===== config.mk =====
export PLATFORM = sky130hd
export DESIGN_NAME = bfp_core
export DESIGN_NICKNAME = d
export VERILOG_FILES = /design/src/logic/bfp_pkg.sv /design/src/logic/bfp_core.sv /design/src/logic/bfp_iout_scale.sv
export SDC_FILE = /design/constraint.sdc
export NUM_CORES = 1
export LEC_CHECK = 0
export ABC_AREA = 0
export BUFFER_PORTS_ARGS = -buffer_cell sky130_fd_sc_hd__buf_2
export CORE_ASPECT_RATIO = 1.1
export CORE_MARGIN = 2
export CORE_UTILIZATION = 50
export CTS_CLUSTER_DIAMETER = 120
export DETAILED_ROUTE_END_ITERATION = 10
export HOLD_SLACK_MARGIN = 0.08
export PLACE_DENSITY_LB_ADDON = 0.3
export SYNTH_ARGS = -nofsm -noshare
export SYNTH_HDL_FRONTEND = slang
export SYNTH_SLANG_ARGS = --single-unit

===== constraint.sdc =====
create_clock -name clk_i -period 8.8 [get_ports clk_i]
set_input_delay 2.2 -clock clk_i [delete_from_list [all_inputs] [get_ports clk_i]]
set_output_delay 2.2 -clock clk_i [all_outputs]
set_load 0.1 [all_outputs]

===== src/logic/bfp_pkg.sv =====
// Constants, state encoding and field positions for the buck fault supervisor.
// Assumes a single 100 MHz clock; analog comparisons arrive as digital levels.
//
// Summary of operation
// - Read-current command returns measured output current
// - Report saturates at 255, 1 A per LSB
// - Above 255 A, code 255 equals max load
// - Fault-mode pin picks recoverable or latch-off over-voltage
// - Over-voltage over 1 us: good low, low-sides on
// - Recoverable over-voltage clears 25 mV below threshold
// - Soft-start fixed threshold until good or trip
// - Latched over-voltage ramps reference down at 0.5 mV/us
// - Low-sides toggle with hysteresis during ramp down
// - Latch mode fixed threshold until ramp starts
// - Over-voltage watch from soft start, not idle
// - Under-voltage over 5 us: good low, tri-state
// - Under-voltage hiccup or latch, restart after hiccup
// - Under-voltage watch only after good delay
// - Per-phase on-time cut on over-current
// - All phases over-current 8 cycles: tri-state, fault
// - Over-current watch from soft start, not idle
// - Function pin picks temperature configuration
// - Config one: limit pin over threshold trips
// - Hiccup restart only once temperature below reset; config two restarts once not over 0.6 V
// - Config two: external temperature over 0.6 V trips
// - Mid-level means both output transistors off
package bfp_pkg;

  localparam int CLK_MHZ           = 100;
  localparam int NS_PER_US         = 1000;

  // Qualification times
  localparam int OV_QUAL_NS        = 1000;
  localparam int UV_QUAL_NS        = 5000;
  localparam int OV_QUAL_CYC       = (OV_QUAL_NS * CLK_MHZ) / NS_PER_US;
  localparam int UV_QUAL_CYC       = (UV_QUAL_NS * CLK_MHZ) / NS_PER_US;
  localparam int OV_CNT_W          = 8;
  localparam int UV_CNT_W          = 10;

  // Reference ramp: one LSB of 0.5 mV at 0.5 mV/us
  localparam int REF_LSB_UV        = 500;
  localparam int RAMP_RATE_UV_US   = 500;
  localparam int RAMP_STEP_NS      = (NS_PER_US * REF_LSB_UV) / RAMP_RATE_UV_US;
  localparam int RAMP_STEP_CYC     = (RAMP_STEP_NS * CLK_MHZ) / NS_PER_US;
  localparam int RAMP_CNT_W        = 8;

  // Over-current persistence in switching cycles
  localparam int OC_PERSIST_CYCLES = 8;
  localparam int OC_CNT_W          = 4;

  // Current report
  localparam logic [7:0]  IOUT_CMD      = 8'h8C;
  localparam logic [7:0]  IOUT_SAT      = 8'hFF;
  localparam logic [15:0] RSP_ZERO      = 16'h0000;
  localparam logic [7:0]  RSP_HI_ZERO   = 8'h00;

  // Pin encodings
  localparam logic MODE_RECOVER    = 1'b0;
  localparam logic FN_TEMP_CFG1    = 1'b0;

  // Positions inside the synchroniser vector
  localparam int SY_SUPPLY         = 0;
  localparam int SY_ENABLE         = 1;
  localparam int SY_FMODE          = 2;
  localparam int SY_FSEL           = 3;
  localparam int SY_OV_ABOVE       = 4;
  localparam int SY_OV_BELOW       = 5;
  localparam int SY_UV_BELOW       = 6;
  localparam int SY_OT1_HOT        = 7;
  localparam int SY_OT1_COOL       = 8;
  localparam int SY_OT2_HOT        = 9;
  localparam int SY_OC_BASE        = 10;

  typedef enum logic [8:0] {
    ST_DISABLED  = 9'b000000001,
    ST_SOFTSTART = 9'b000000010,
    ST_PG_DELAY  = 9'b000000100,
    ST_REGULATE  = 9'b000001000,
    ST_OV_RECOV  = 9'b000010000,
    ST_OV_RAMP   = 9'b000100000,
    ST_OV_LATCH  = 9'b001000000,
    ST_HICCUP    = 9'b010000000,
    ST_TRI_LATCH = 9'b100000000
  } bfp_state_type;

endpackage


===== src/logic/bfp_core.sv =====
// Fault supervisor of a multi-phase buck controller: qualifies voltage, current
// and temperature faults, sequences hiccup and latch-off, drives tri-level PWM.
// Assumes comparator levels from the analog front end and a reference generator
// that runs soft start while soft_start_run_o is high.
`timescale 1ns/1ns
module bfp_core #(
  parameter int PHASES       = 6,
  parameter int REF_W        = 12,
  parameter int IMON_W       = 10,
  parameter int IMAX_W       = 16,
  parameter int PG_DELAY_CYC = 1000,
  parameter int HICCUP_CYC   = 1000000
) (
  input  wire logic              clk_i,
  input  wire logic              rst_i,
  input  wire logic              main_supply_5v_ok_i,
  input  wire logic              enable_i,
  input  wire logic              fault_mode_select_pin_i,
  input  wire logic              function_select_pin_i,
  input  wire logic              ov_above_threshold_i,
  input  wire logic              ov_below_hysteresis_i,
  input  wire logic              uv_below_threshold_i,
  input  wire logic [PHASES-1:0] oc_phase_limit_i,
  input  wire logic              current_limit_over_thermal_i,
  input  wire logic              current_limit_below_reset_i,
  input  wire logic              external_temp_over_ref_i,
  input  wire logic              sw_cycle_start_i,
  input  wire logic [PHASES-1:0] pwm_demand_i,
  input  wire logic              soft_start_done_i,
  input  wire logic [REF_W-1:0]  dac_code_i,
  input  wire logic [IMON_W-1:0] imon_code_i,
  input  wire logic [IMAX_W-1:0] imax_amps_i,
  input  wire logic              cmd_read_i,
  input  wire logic [7:0]        cmd_code_i,
  output logic                   power_good_flag_o,
  output logic      [PHASES-1:0] pwm_high_on_o,
  output logic      [PHASES-1:0] pwm_low_on_o,
  output logic                   ov_thr_fixed_o,
  output logic      [REF_W-1:0]  ref_code_o,
  output logic                   soft_start_run_o,
  output logic                   fault_latched_o,
  output logic                   rsp_valid_o,
  output logic                   rsp_ack_o,
  output logic      [15:0]       rsp_data_o
);
  import bfp_pkg::*;

  localparam int SYNC_W = SY_OC_BASE + PHASES;

  logic [SYNC_W-1:0]      raw_in, sync1_r, sync2_r, sync3_r, filt_r;
  bfp_state_type          state_r, state_nxt;
  logic [OV_CNT_W-1:0]    ov_cnt_r;
  logic [UV_CNT_W-1:0]    uv_cnt_r;
  logic [OC_CNT_W-1:0]    oc_cnt_r;
  logic [RAMP_CNT_W-1:0]  ramp_cnt_r;
  logic [31:0]            wait_cnt_r;
  logic [PHASES-1:0]      oc_hit_r, oc_now, pwm_hi_nxt, pwm_lo_nxt;
  logic                   ls_on_r, ov_fixed_r, hiccup_ot_r;
  logic [7:0]             iout_code;
  logic                   s_run, s_latch_mode, s_ov_above, s_ov_below, s_uv_below;
  logic                   ot_hot, ot_cool, ov_en, uv_en, oc_en;
  logic                   ov_trip, uv_trip, oc_trip, ot_trip, tri_trip, ramp_tick;

  assign raw_in = {oc_phase_limit_i,
                   external_temp_over_ref_i,
                   current_limit_below_reset_i,
                   current_limit_over_thermal_i,
                   uv_below_threshold_i,
                   ov_below_hysteresis_i,
                   ov_above_threshold_i,
                   function_select_pin_i,
                   fault_mode_select_pin_i,
                   enable_i,
                   main_supply_5v_ok_i};

  genvar gi;
  generate
    for (gi = 0; gi < SYNC_W; gi++) begin : g_sync
      always_ff @(posedge clk_i or posedge rst_i) begin
        if (rst_i) begin
          {sync1_r[gi], sync2_r[gi], sync3_r[gi], filt_r[gi]} <= 4'h0;
        end else begin
          sync1_r[gi] <= raw_in[gi];
          sync2_r[gi] <= sync1_r[gi];
          sync3_r[gi] <= sync2_r[gi];
          if (sync2_r[gi] == sync3_r[gi]) begin
            filt_r[gi] <= sync3_r[gi];
          end
        end
      end
    end
  endgenerate

  assign s_run        = filt_r[SY_SUPPLY] & filt_r[SY_ENABLE];
  assign s_latch_mode = (filt_r[SY_FMODE] != MODE_RECOVER);
  assign s_ov_above   = filt_r[SY_OV_ABOVE];
  assign s_ov_below   = filt_r[SY_OV_BELOW];
  assign s_uv_below   = filt_r[SY_UV_BELOW];
  assign oc_now       = filt_r[SY_OC_BASE +: PHASES];

  assign ot_hot  = (filt_r[SY_FSEL] == FN_TEMP_CFG1) ? filt_r[SY_OT1_HOT]
                                                    : filt_r[SY_OT2_HOT];
  assign ot_cool = (filt_r[SY_FSEL] == FN_TEMP_CFG1) ? filt_r[SY_OT1_COOL]
                                                    : ~filt_r[SY_OT2_HOT];

  assign ov_en = (state_r == ST_SOFTSTART) || (state_r == ST_PG_DELAY) ||
                 (state_r == ST_REGULATE);
  assign uv_en = (state_r == ST_REGULATE);
  assign oc_en = ov_en;

  assign ov_trip  = ov_en && s_ov_above && (ov_cnt_r == OV_CNT_W'(OV_QUAL_CYC));
  assign uv_trip  = uv_en && s_uv_below && (uv_cnt_r == UV_CNT_W'(UV_QUAL_CYC));
  assign oc_trip  = oc_en && sw_cycle_start_i && (&oc_hit_r) &&
                    (oc_cnt_r == OC_CNT_W'(OC_PERSIST_CYCLES));
  assign ot_trip  = oc_en && ot_hot;
  assign tri_trip = uv_trip || oc_trip || ot_trip;
  assign ramp_tick = (ramp_cnt_r == RAMP_CNT_W'(RAMP_STEP_CYC - 1));

  always_ff @(posedge clk_i or posedge rst_i) begin
    if (rst_i) begin
      ov_cnt_r <= '0;
    end else begin
      ov_cnt_r <= (ov_en && s_ov_above && !ov_trip) ? ov_cnt_r + 1'b1 : '0;
    end
  end

  always_ff @(posedge clk_i or posedge rst_i) begin
    if (rst_i) begin
      uv_cnt_r <= '0;
    end else begin
      uv_cnt_r <= (uv_en && s_uv_below && !uv_trip) ? uv_cnt_r + 1'b1 : '0;
    end
  end

  // per-phase hit, new hit wins over cycle restart
  always_ff @(posedge clk_i or posedge rst_i) begin
    if (rst_i) begin
      oc_hit_r <= '0;
    end else if (!oc_en) begin
      oc_hit_r <= '0;
    end else if (sw_cycle_start_i) begin
      oc_hit_r <= oc_now;
    end else begin
      oc_hit_r <= oc_hit_r | oc_now;
    end
  end

  always_ff @(posedge clk_i or posedge rst_i) begin
    if (rst_i) begin
      oc_cnt_r <= '0;
    end else if (!oc_en) begin
      oc_cnt_r <= '0;
    end else if (sw_cycle_start_i) begin
      if (!(&oc_hit_r)) begin
        oc_cnt_r <= '0;
      end else if (oc_cnt_r != OC_CNT_W'(OC_PERSIST_CYCLES)) begin
        oc_cnt_r <= oc_cnt_r + 1'b1;
      end
    end
  end

  // Fault sequencer
  always_comb begin
    state_nxt = state_r;
    case (state_r)
      ST_DISABLED: begin
        if (s_run) begin
          state_nxt = ST_SOFTSTART;
        end
      end
      ST_SOFTSTART, ST_PG_DELAY, ST_REGULATE: begin
        if (ov_trip) begin
          state_nxt = s_latch_mode ? ST_OV_RAMP : ST_OV_RECOV;
        end else if (tri_trip) begin
          state_nxt = s_latch_mode ? ST_TRI_LATCH : ST_HICCUP;
        end else if (state_r == ST_SOFTSTART && soft_start_done_i) begin
          state_nxt = ST_PG_DELAY;
        end else if (state_r == ST_PG_DELAY && wait_cnt_r == 32'(PG_DELAY_CYC)) begin
          state_nxt = ST_REGULATE;
        end
      end
      ST_OV_RECOV: begin
        if (s_ov_below) begin
          state_nxt = soft_start_done_i ? ST_REGULATE : ST_SOFTSTART;
        end
      end
      ST_OV_RAMP: begin
        if (ref_code_o == '0) begin
          state_nxt = ST_OV_LATCH;
        end
      end
      ST_HICCUP: begin
        if (wait_cnt_r == 32'(HICCUP_CYC) && (!hiccup_ot_r || ot_cool)) begin
          state_nxt = ST_SOFTSTART;
        end
      end
      default: begin
        state_nxt = state_r;
      end
    endcase
    // only a supply or enable drop clears a latch
    if (!s_run) begin
      state_nxt = ST_DISABLED;
    end
  end

  always_ff @(posedge clk_i or posedge rst_i) begin
    if (rst_i) begin
      state_r <= ST_DISABLED;
    end else begin
      state_r <= state_nxt;
    end
  end

  // Shared wait counter for good delay and hiccup interval
  always_ff @(posedge clk_i or posedge rst_i) begin
    if (rst_i) begin
      wait_cnt_r <= '0;
    end else if (state_nxt != state_r) begin
      wait_cnt_r <= '0;
    end else if ((state_r == ST_PG_DELAY || state_r == ST_HICCUP) &&
                 wait_cnt_r != 32'(HICCUP_CYC)) begin
      wait_cnt_r <= wait_cnt_r + 1'b1;
    end
  end

  always_ff @(posedge clk_i or posedge rst_i) begin
    if (rst_i) begin
      hiccup_ot_r <= 1'b0;
    end else if (state_nxt == ST_HICCUP && state_r != ST_HICCUP) begin
      hiccup_ot_r <= ot_trip;
    end
  end

  always_ff @(posedge clk_i or posedge rst_i) begin
    if (rst_i) begin
      ov_fixed_r <= 1'b0;
    end else if (state_r == ST_DISABLED || state_r == ST_HICCUP) begin
      ov_fixed_r <= 1'b1;
    end else if (ov_trip || state_nxt == ST_REGULATE) begin
      ov_fixed_r <= 1'b0;
    end
  end

  always_ff @(posedge clk_i or posedge rst_i) begin
    if (rst_i) begin
      ramp_cnt_r <= '0;
    end else begin
      ramp_cnt_r <= (state_r != ST_OV_RAMP || ramp_tick) ? '0 : ramp_cnt_r + 1'b1;
    end
  end

  always_ff @(posedge clk_i or posedge rst_i) begin
    if (rst_i) begin
      ref_code_o <= '0;
    end else if (state_r == ST_OV_LATCH) begin
      ref_code_o <= '0;
    end else if (state_r == ST_OV_RAMP) begin
      if (ramp_tick && ref_code_o != '0) begin
        ref_code_o <= ref_code_o - 1'b1;
      end
    end else begin
      ref_code_o <= dac_code_i;
    end
  end

  always_ff @(posedge clk_i or posedge rst_i) begin
    if (rst_i) begin
      ls_on_r <= 1'b1;
    end else if (state_r != ST_OV_RAMP || s_ov_above) begin
      ls_on_r <= 1'b1;
    end else if (s_ov_below) begin
      ls_on_r <= 1'b0;
    end
  end

  // PWM drive per phase
  always_comb begin
    pwm_hi_nxt = '0;
    pwm_lo_nxt = '0;
    case (state_nxt)
      ST_SOFTSTART, ST_PG_DELAY, ST_REGULATE: begin
        pwm_hi_nxt = pwm_demand_i & ~(oc_hit_r | oc_now);
        pwm_lo_nxt = ~pwm_hi_nxt;
      end
      ST_OV_RECOV, ST_OV_LATCH: begin
        pwm_lo_nxt = '1;
      end
      ST_OV_RAMP: begin
        pwm_lo_nxt = {PHASES{ls_on_r}};
      end
      default: begin
        pwm_hi_nxt = '0;
        pwm_lo_nxt = '0;
      end
    endcase
  end

  always_ff @(posedge clk_i or posedge rst_i) begin
    if (rst_i) begin
      {pwm_high_on_o, pwm_low_on_o} <= '0;
    end else begin
      pwm_high_on_o <= pwm_hi_nxt;
      pwm_low_on_o  <= pwm_lo_nxt;
    end
  end

  always_ff @(posedge clk_i or posedge rst_i) begin
    if (rst_i) begin
      {power_good_flag_o, soft_start_run_o, fault_latched_o, ov_thr_fixed_o} <= 4'h0;
    end else begin
      power_good_flag_o <= (state_nxt == ST_REGULATE);
      soft_start_run_o  <= (state_nxt == ST_SOFTSTART) || (state_nxt == ST_PG_DELAY) ||
                           (state_nxt == ST_REGULATE) || (state_nxt == ST_OV_RECOV);
      fault_latched_o   <= (state_nxt == ST_OV_RAMP) || (state_nxt == ST_OV_LATCH) ||
                           (state_nxt == ST_TRI_LATCH);
      ov_thr_fixed_o    <= ov_fixed_r;
    end
  end

  bfp_iout_scale #(
    .IMON_W (IMON_W),
    .IMAX_W (IMAX_W)
  ) u_iout (
    .clk_i       (clk_i),
    .rst_i       (rst_i),
    .imon_code_i (imon_code_i),
    .imax_amps_i (imax_amps_i),
    .iout_code_o (iout_code)
  );

  always_ff @(posedge clk_i or posedge rst_i) begin
    if (rst_i) begin
      {rsp_valid_o, rsp_ack_o, rsp_data_o} <= {2'h0, RSP_ZERO};
    end else begin
      rsp_valid_o <= cmd_read_i;
      if (cmd_read_i && cmd_code_i == IOUT_CMD) begin
        rsp_ack_o  <= 1'b1;
        rsp_data_o <= {RSP_HI_ZERO, iout_code};
      end else begin
        rsp_ack_o  <= 1'b0;
        rsp_data_o <= RSP_ZERO;
      end
    end
  end

endmodule


===== src/logic/bfp_iout_scale.sv =====
// Scales the digitised current monitor into the 8-bit output current report.
// Assumes the monitor code reaches 2**IMON_W at the programmed maximum load.
`timescale 1ns/1ns
module bfp_iout_scale #(
  parameter int IMON_W = 10,
  parameter int IMAX_W = 16
) (
  input  wire logic              clk_i,
  input  wire logic              rst_i,
  input  wire logic [IMON_W-1:0] imon_code_i,
  input  wire logic [IMAX_W-1:0] imax_amps_i,
  output logic      [7:0]        iout_code_o
);
  import bfp_pkg::*;

  logic [7:0]        scale;
  logic [IMON_W+7:0] product;
  logic [7:0]        amps_hi;

  assign scale   = (imax_amps_i > IMAX_W'(IOUT_SAT)) ? IOUT_SAT : imax_amps_i[7:0];
  assign product = imon_code_i * scale;
  assign amps_hi = product[IMON_W+7:IMON_W];

  always_ff @(posedge clk_i or posedge rst_i) begin
    if (rst_i) begin
      iout_code_o <= 8'h00;
    end else if (amps_hi > scale) begin
      iout_code_o <= IOUT_SAT;
    end else begin
      iout_code_o <= amps_hi;
    end
  end

endmodule


After elaboration in Yosys (flattened, before gate mapping)
Cells that the tools add are included.
{"block": "word_totals", "inputBits": 73, "regBits": 198, "output_inout_bits": 46, "wordCells": 230}
{"block": "op_classes", "mul": 1, "mux": 38, "reduce_logical": 45, "bitwise": 6, "n_lt_le_gt_ge": 2, "eq_ne": 47, "n_addsub": 6}
{"operator": "$mux W9", "n": 9}
{"operator": "$mux W32", "n": 2}
{"operator": "$pmux W9 S5", "n": 1}
{"operator": "$mux W8", "n": 5}
{"operator": "$mux W12", "n": 3}
{"operator": "$add A32 B1 Y32 const B", "n": 1}
{"operator": "$eq A32 B10 Y1 const B", "n": 1}
{"operator": "$eq A32 B20 Y1 const B", "n": 1}
{"operator": "$ne A32 B20 Y1 const B", "n": 1}
{"operator": "$mux W6", "n": 4}
{"operator": "$mux W4", "n": 5}
{"operator": "$eq A9 B2 Y1 const B", "n": 2}
{"operator": "$eq A9 B3 Y1 const B", "n": 2}
{"operator": "$eq A9 B4 Y1 const B", "n": 2}
{"operator": "$eq A9 B5 Y1 const B", "n": 2}
{"operator": "$eq A9 B6 Y1 const B", "n": 2}
{"operator": "$eq A9 B7 Y1 const B", "n": 2}
{"operator": "$eq A9 B8 Y1 const B", "n": 2}
{"operator": "$mul A10 B8 Y18", "n": 1}
{"operator": "$pmux W6 S3", "n": 1}
{"operator": "$logic_and A1 B1 Y1", "n": 17}
{"operator": "$add A8 B1 Y8 const B", "n": 2}
{"operator": "$eq A1 B1 Y1", "n": 16}
{"operator": "$eq A8 B7 Y1 const B", "n": 2}
{"operator": "other kinds (32)", "n": 59}

Longest topological paths before layout
{"block": "depth", "depth_word": 16, "mapped_depth": 29, "ltp_nobuf": 28}

Modules after synthesis
From an unflattened synthesis, not the netlist that was laid out.
{"block": "hier_totals", "cells_unflattened": 1122, "hier_area_um2": 11090.6}
{"module": "bfp_core", "cells_each": 784, "seq_area_each_um2": 4556.9, "instances": 1, "area_each_um2": 8065.2}
{"module": "bfp_iout_scale", "cells_each": 338, "seq_area_each_um2": 200.2, "instances": 1, "area_each_um2": 3025.4}

Least setup slack after synthesis
OpenSTA, ideal clock, no wires.
{"block": "synth_timing", "path_kind": "input to register", "from": "input port imax_amps_i[15]", "to": "register u_iout.iout_code_o[0]", "n_path_buf": 2, "t_arrival_ps": 8499, "required_ps": 8655, "setup_time_ps": 145, "setup_slack_ps": 156, "cell_stages": 25, "cell_sequence": "nor4_1 nand2_1 clkbuf_1 clkbuf_1 o21ai_0 fa_1 fa_1 inv_1 fa_1 inv_1 fa_1 inv_1 ha_1 a21o_1 a21o_1 a21oi_1 a21boi_0 a2111oi_0 o311ai_0 a21oi_1 xnor2_1 ha_1 nand3_1 o21ai_0 nand2_1"}
{"block": "synth_via", "elab_chain_cells": 5}
{"item": "start: declaration", "line_no": "bfp_core.sv:32", "rtl": "input wire logic [IMAX_W-1:0] imax_amps_i,"}
{"item": "$gt A16 B8 Y1 *", "line_no": "bfp_iout_scale.sv:20", "rtl": "assign scale = (imax_amps_i > IMAX_W'(IOUT_SAT)) ? IOUT_SAT : imax_amps_i[7:0];"}
{"item": "$mux W8 *", "line_no": "bfp_iout_scale.sv:20"}
{"item": "$mul A10 B8 Y18", "line_no": "bfp_iout_scale.sv:21", "rtl": "assign product = imon_code_i * scale;"}
{"item": "$gt A8 B8 Y1", "line_no": "bfp_iout_scale.sv:27", "rtl": "end else if (amps_hi > scale) begin"}
{"item": "$mux W8 *", "line_no": "bfp_iout_scale.sv:27"}
{"item": "end signal: assignment", "line_no": "bfp_iout_scale.sv:30", "rtl": "iout_code_o <= amps_hi;"}
{"item": "end: declaration", "line_no": "bfp_iout_scale.sv:12", "rtl": "output logic [7:0] iout_code_o"}
Every way passes the cells marked *; elsewhere a longest branch is shown, timed or not.
A chain may end at the register's enable or synchronous reset.

Worst setup path after layout
{"block": "layout_timing", "from": "input port imax_amps_i[15]", "to": "register u_iout.iout_code_o[6]"}
Same word-level chain as after synthesis.

==> flow_summary.toml <==
[status]
status = "finished clean"

[grt]
antenna_found_initial = 0
grt_start_max_net_pins = 114
grt_pass1_vias = 7694
grt_overflow = 0
grt_usage = 0.199
grt_pass1_wl_mm = 36.2

[cts]
clockBufferDepth = 2
cts_hold_buf = 0
insertion_delay_ns = 0.44
root_buffer = "clkbuf_16"
cts_tree = "yes"
numCtsBuffers = 17
clk_pin_slew_ns = 0.07
cts_sinks = 190
h-tree-depth = 4

[final_layout]
fin_util = 0.579
antenna_cells = 0
fin_nets = 1362
drive_above_1_share = 0.143
area_growth_syn_to_layout_pct = 13.8
fill_cells = 1840

[logic_synthesis]
synth_edf_count = 0
synthAdderAreaFrac = 0.163
async_flop_share = 1.00
yosysWarnings = 0
synthTopCellsByArea = "dfrtp_1 (43%), fa_1 (8.7%), ha_1 (6.1%)"
yosysSeqAreaShare = 0.439
synthSimpleGateAreaFrac = 0.210
synth.most_common_cell = "dfrtp_1"
synth_top_family_by_area = "simple AND/OR/NAND/NOR gates"
synthMuxAreaShare = 0.000924
synth_top_area_cell = "dfrtp_1"
synthXorXnorAreaFrac = 0.0550
synth_top_area_frac = 0.434
synth-main-ff-cell = "dfrtp_1"
netlist_instances = 1069
ys_types = 71
synth_common_cells = "dfrtp_1 (188), nor2_1 (117), inv_1 (96)"
synth_area_mm2 = 0.0108
synth-seq-cells = 190
syn_avg_cell_area_um2 = 10.1
synth_compound_area_frac = 0.0810

[placed_design]
numPortBuffers = 110
dp_hpwl_mm = 16.4
gp_congestion = 0.927

[detailed_routing]
firstDrtPassIters = 4
viasPerCell = 5.30
drtAntennaViolNets = 0
drc_errors = 0
drt_wl_total_mm = 21.8
routedWlPerCell_um = 14.6
num_vias = 7901
drtIter0Drc = 533

[power_and_ir_drop]
power_density_mw_per_mm2 = 219
p_leak_nw = 5.75
ir_drop_mv = 0.149

[timing]
slew_headroom = 0.246
rsz0062_at_grt = "false"
period_needed_ns = 8.18
fmax_mhz = 122
clock_skew_ns = 0.0137
drv_slew = 0
final.period_utilization = 0.930
tightest_slew_ns = 1.13
timing_hold_violations_final = 0
setup_viol = 0
setup_tns_ns = 0

[floorplan]
die_height_um = 158
rows = 56
dieArea_mm2 = 0.0229
die_w_um = 144
core_mm2 = 0.0213
initial_core_util = 0.509
io_pins = 119

[worst_setup_path]
endpoint_kind = "flip-flop"
cp_max_fo = 12
cp.arrival_ns = 8.52
worstSetupPathType = "input port to flip-flop"
r2r_cells = 9
required_ns = 9.13
crit_path_start_kind = "input port"

[flow_run]
max-cap-violations = 0

[min_path]
hp-class = "flip-flop to flip-flop"
hold-path-cell-count = 0
==> cells in the final DEF, fill, tap and decap left out, drive strengths merged, types with 10 or more instances in the layout <==
cell type / netlist / final
inv: 96 / 103
buf: 19 / 125
clkbuf: 12 / 17
a21oi: 34 / 34
xor2: 30 / 30
dfrtp: 188 / 188
nand2b: 10 / 10
and3: 23 / 23
nor2: 117 / 117
nand4: 12 / 12
nand3: 34 / 34
fa: 47 / 47
nor4: 21 / 21
o21ai: 61 / 61
nor2b: 75 / 75
nor3: 23 / 23
ha: 53 / 53
xnor2: 38 / 38
and2: 14 / 14
nand2: 54 / 54
maj3: 16 / 16
==> final cells by class <==
class	instances	area [µm²]	share of cell area
Clock inverter	15	194	0.0157
Tap cell	290	363	0.0294
Sequential cell	190	4760	0.386
Inverter	96	368	0.0298
Clock buffer	17	425	0.0345
Timing Repair Buffer	125	663	0.0538
Multi-Input combinational cell	759	5560	0.451
==> logic make-up (layout without fill, tap and decap cells) <==
logic type,Yosys count,in the layout
AOI/OAI and AO/OA,142,142
xor gates and xnor gates,68,68
adders and majority gates,116,116
buffers and inverters,127,253
DFF,190,190
muxes,1,1
other,1,8
and+or+nand+nor,424,424
==> registers in the layout (all words and copies together), names as in the netlist, 8 cells and up <==
signal and flops:
filt_r 12, ov_cnt_r 8, ramp_cnt_r 8, ref_code_o 12, rsp_data_o 8, state_r 9, sync1_r 16, sync2_r 16
sync3_r 16, u_iout.iout_code_o 8, uv_cnt_r 10, wait_cnt_r 32
==> what timing repair did <==
action / CTS / global route
gates resized for setup: 0 / 2
setup buffers: 0 / 0
setup endpoints to repair: 0 / 8
==> layer usage <==
metal  vias to the layer above  routed length (µm)  track usage
met5                         -                   0            0
met4                         0                 583       0.0763
met3                        46                 592       0.0292
met2                       145               10800        0.338
met1                      3886                9800        0.257
li1                       3824                   -            -
==> stage by stage <==
step	std cells	power (mW)	setup WS (ns)	hold WS (ns)	cell area, µm²
after floorplan	1076	1.71	0.156	0.331	10900
after global placement	1460	1.90	0.276	0.332	11700
after detailed placement	1460	1.93	0.0172	0.335	11700
after CTS	1492	2.72	0.461	0.346	12300
after global routing	1492	2.90	0.0378	0.350	12300
final	1492	2.69	0.618	0.347	12300
==> power breakdown <==
part	switching [mW]	internal [mW]
combinational	0.560	0.391
sequential	0.0253	0.929
clock	0.376	0.412
==> critical path, stage by stage <==
cell and delay [ns]:
buf_2 0.09, nor4_1 0.36, nand2_1 0.29, o21ai_0 0.34, fa_1 0.50, fa_1 0.55, inv_1 0.05, fa_1 0.52
inv_1 0.05, fa_1 0.52, inv_1 0.04, ha_1 0.30, a21o_1 0.19, a21o_1 0.17, a21oi_1 0.22, a21boi_0 0.15
a2111oi_0 0.42, buf_4 0.20, o311ai_1 0.15, xor2_1 0.20, ha_1 0.33, a21o_1 0.16, a21oi_1 0.13, o21ai_0 0.09
o21ai_0 0.07, buf_4 0.17, nand2b_1 0.06
==> path summary, 6_finish.rpt <==
path                                       startpoint                               to  slack [ns]
setup reg to reg           wait_cnt_r[12]$_DFFE_PP0P_        wait_cnt_r[1]$_DFFE_PP0P_        4.21
setup / recovery                      imax_amps_i[15]  u_iout.iout_code_o[6]$_DFF_PP0_        0.62
hold / removal                   sync1_r[2]$_DFF_PP0_             sync2_r[2]$_DFF_PP0_        0.35
min in group asynchronous                       rst_i            sync1_r[15]$_DFF_PP0_        1.88
hold reg to reg                  sync1_r[2]$_DFF_PP0_             sync2_r[2]$_DFF_PP0_        0.35
max in group asynchronous                       rst_i          ramp_cnt_r[0]$_DFF_PP0_        5.45
No activity file was read; power rests on OpenSTA's default activity.
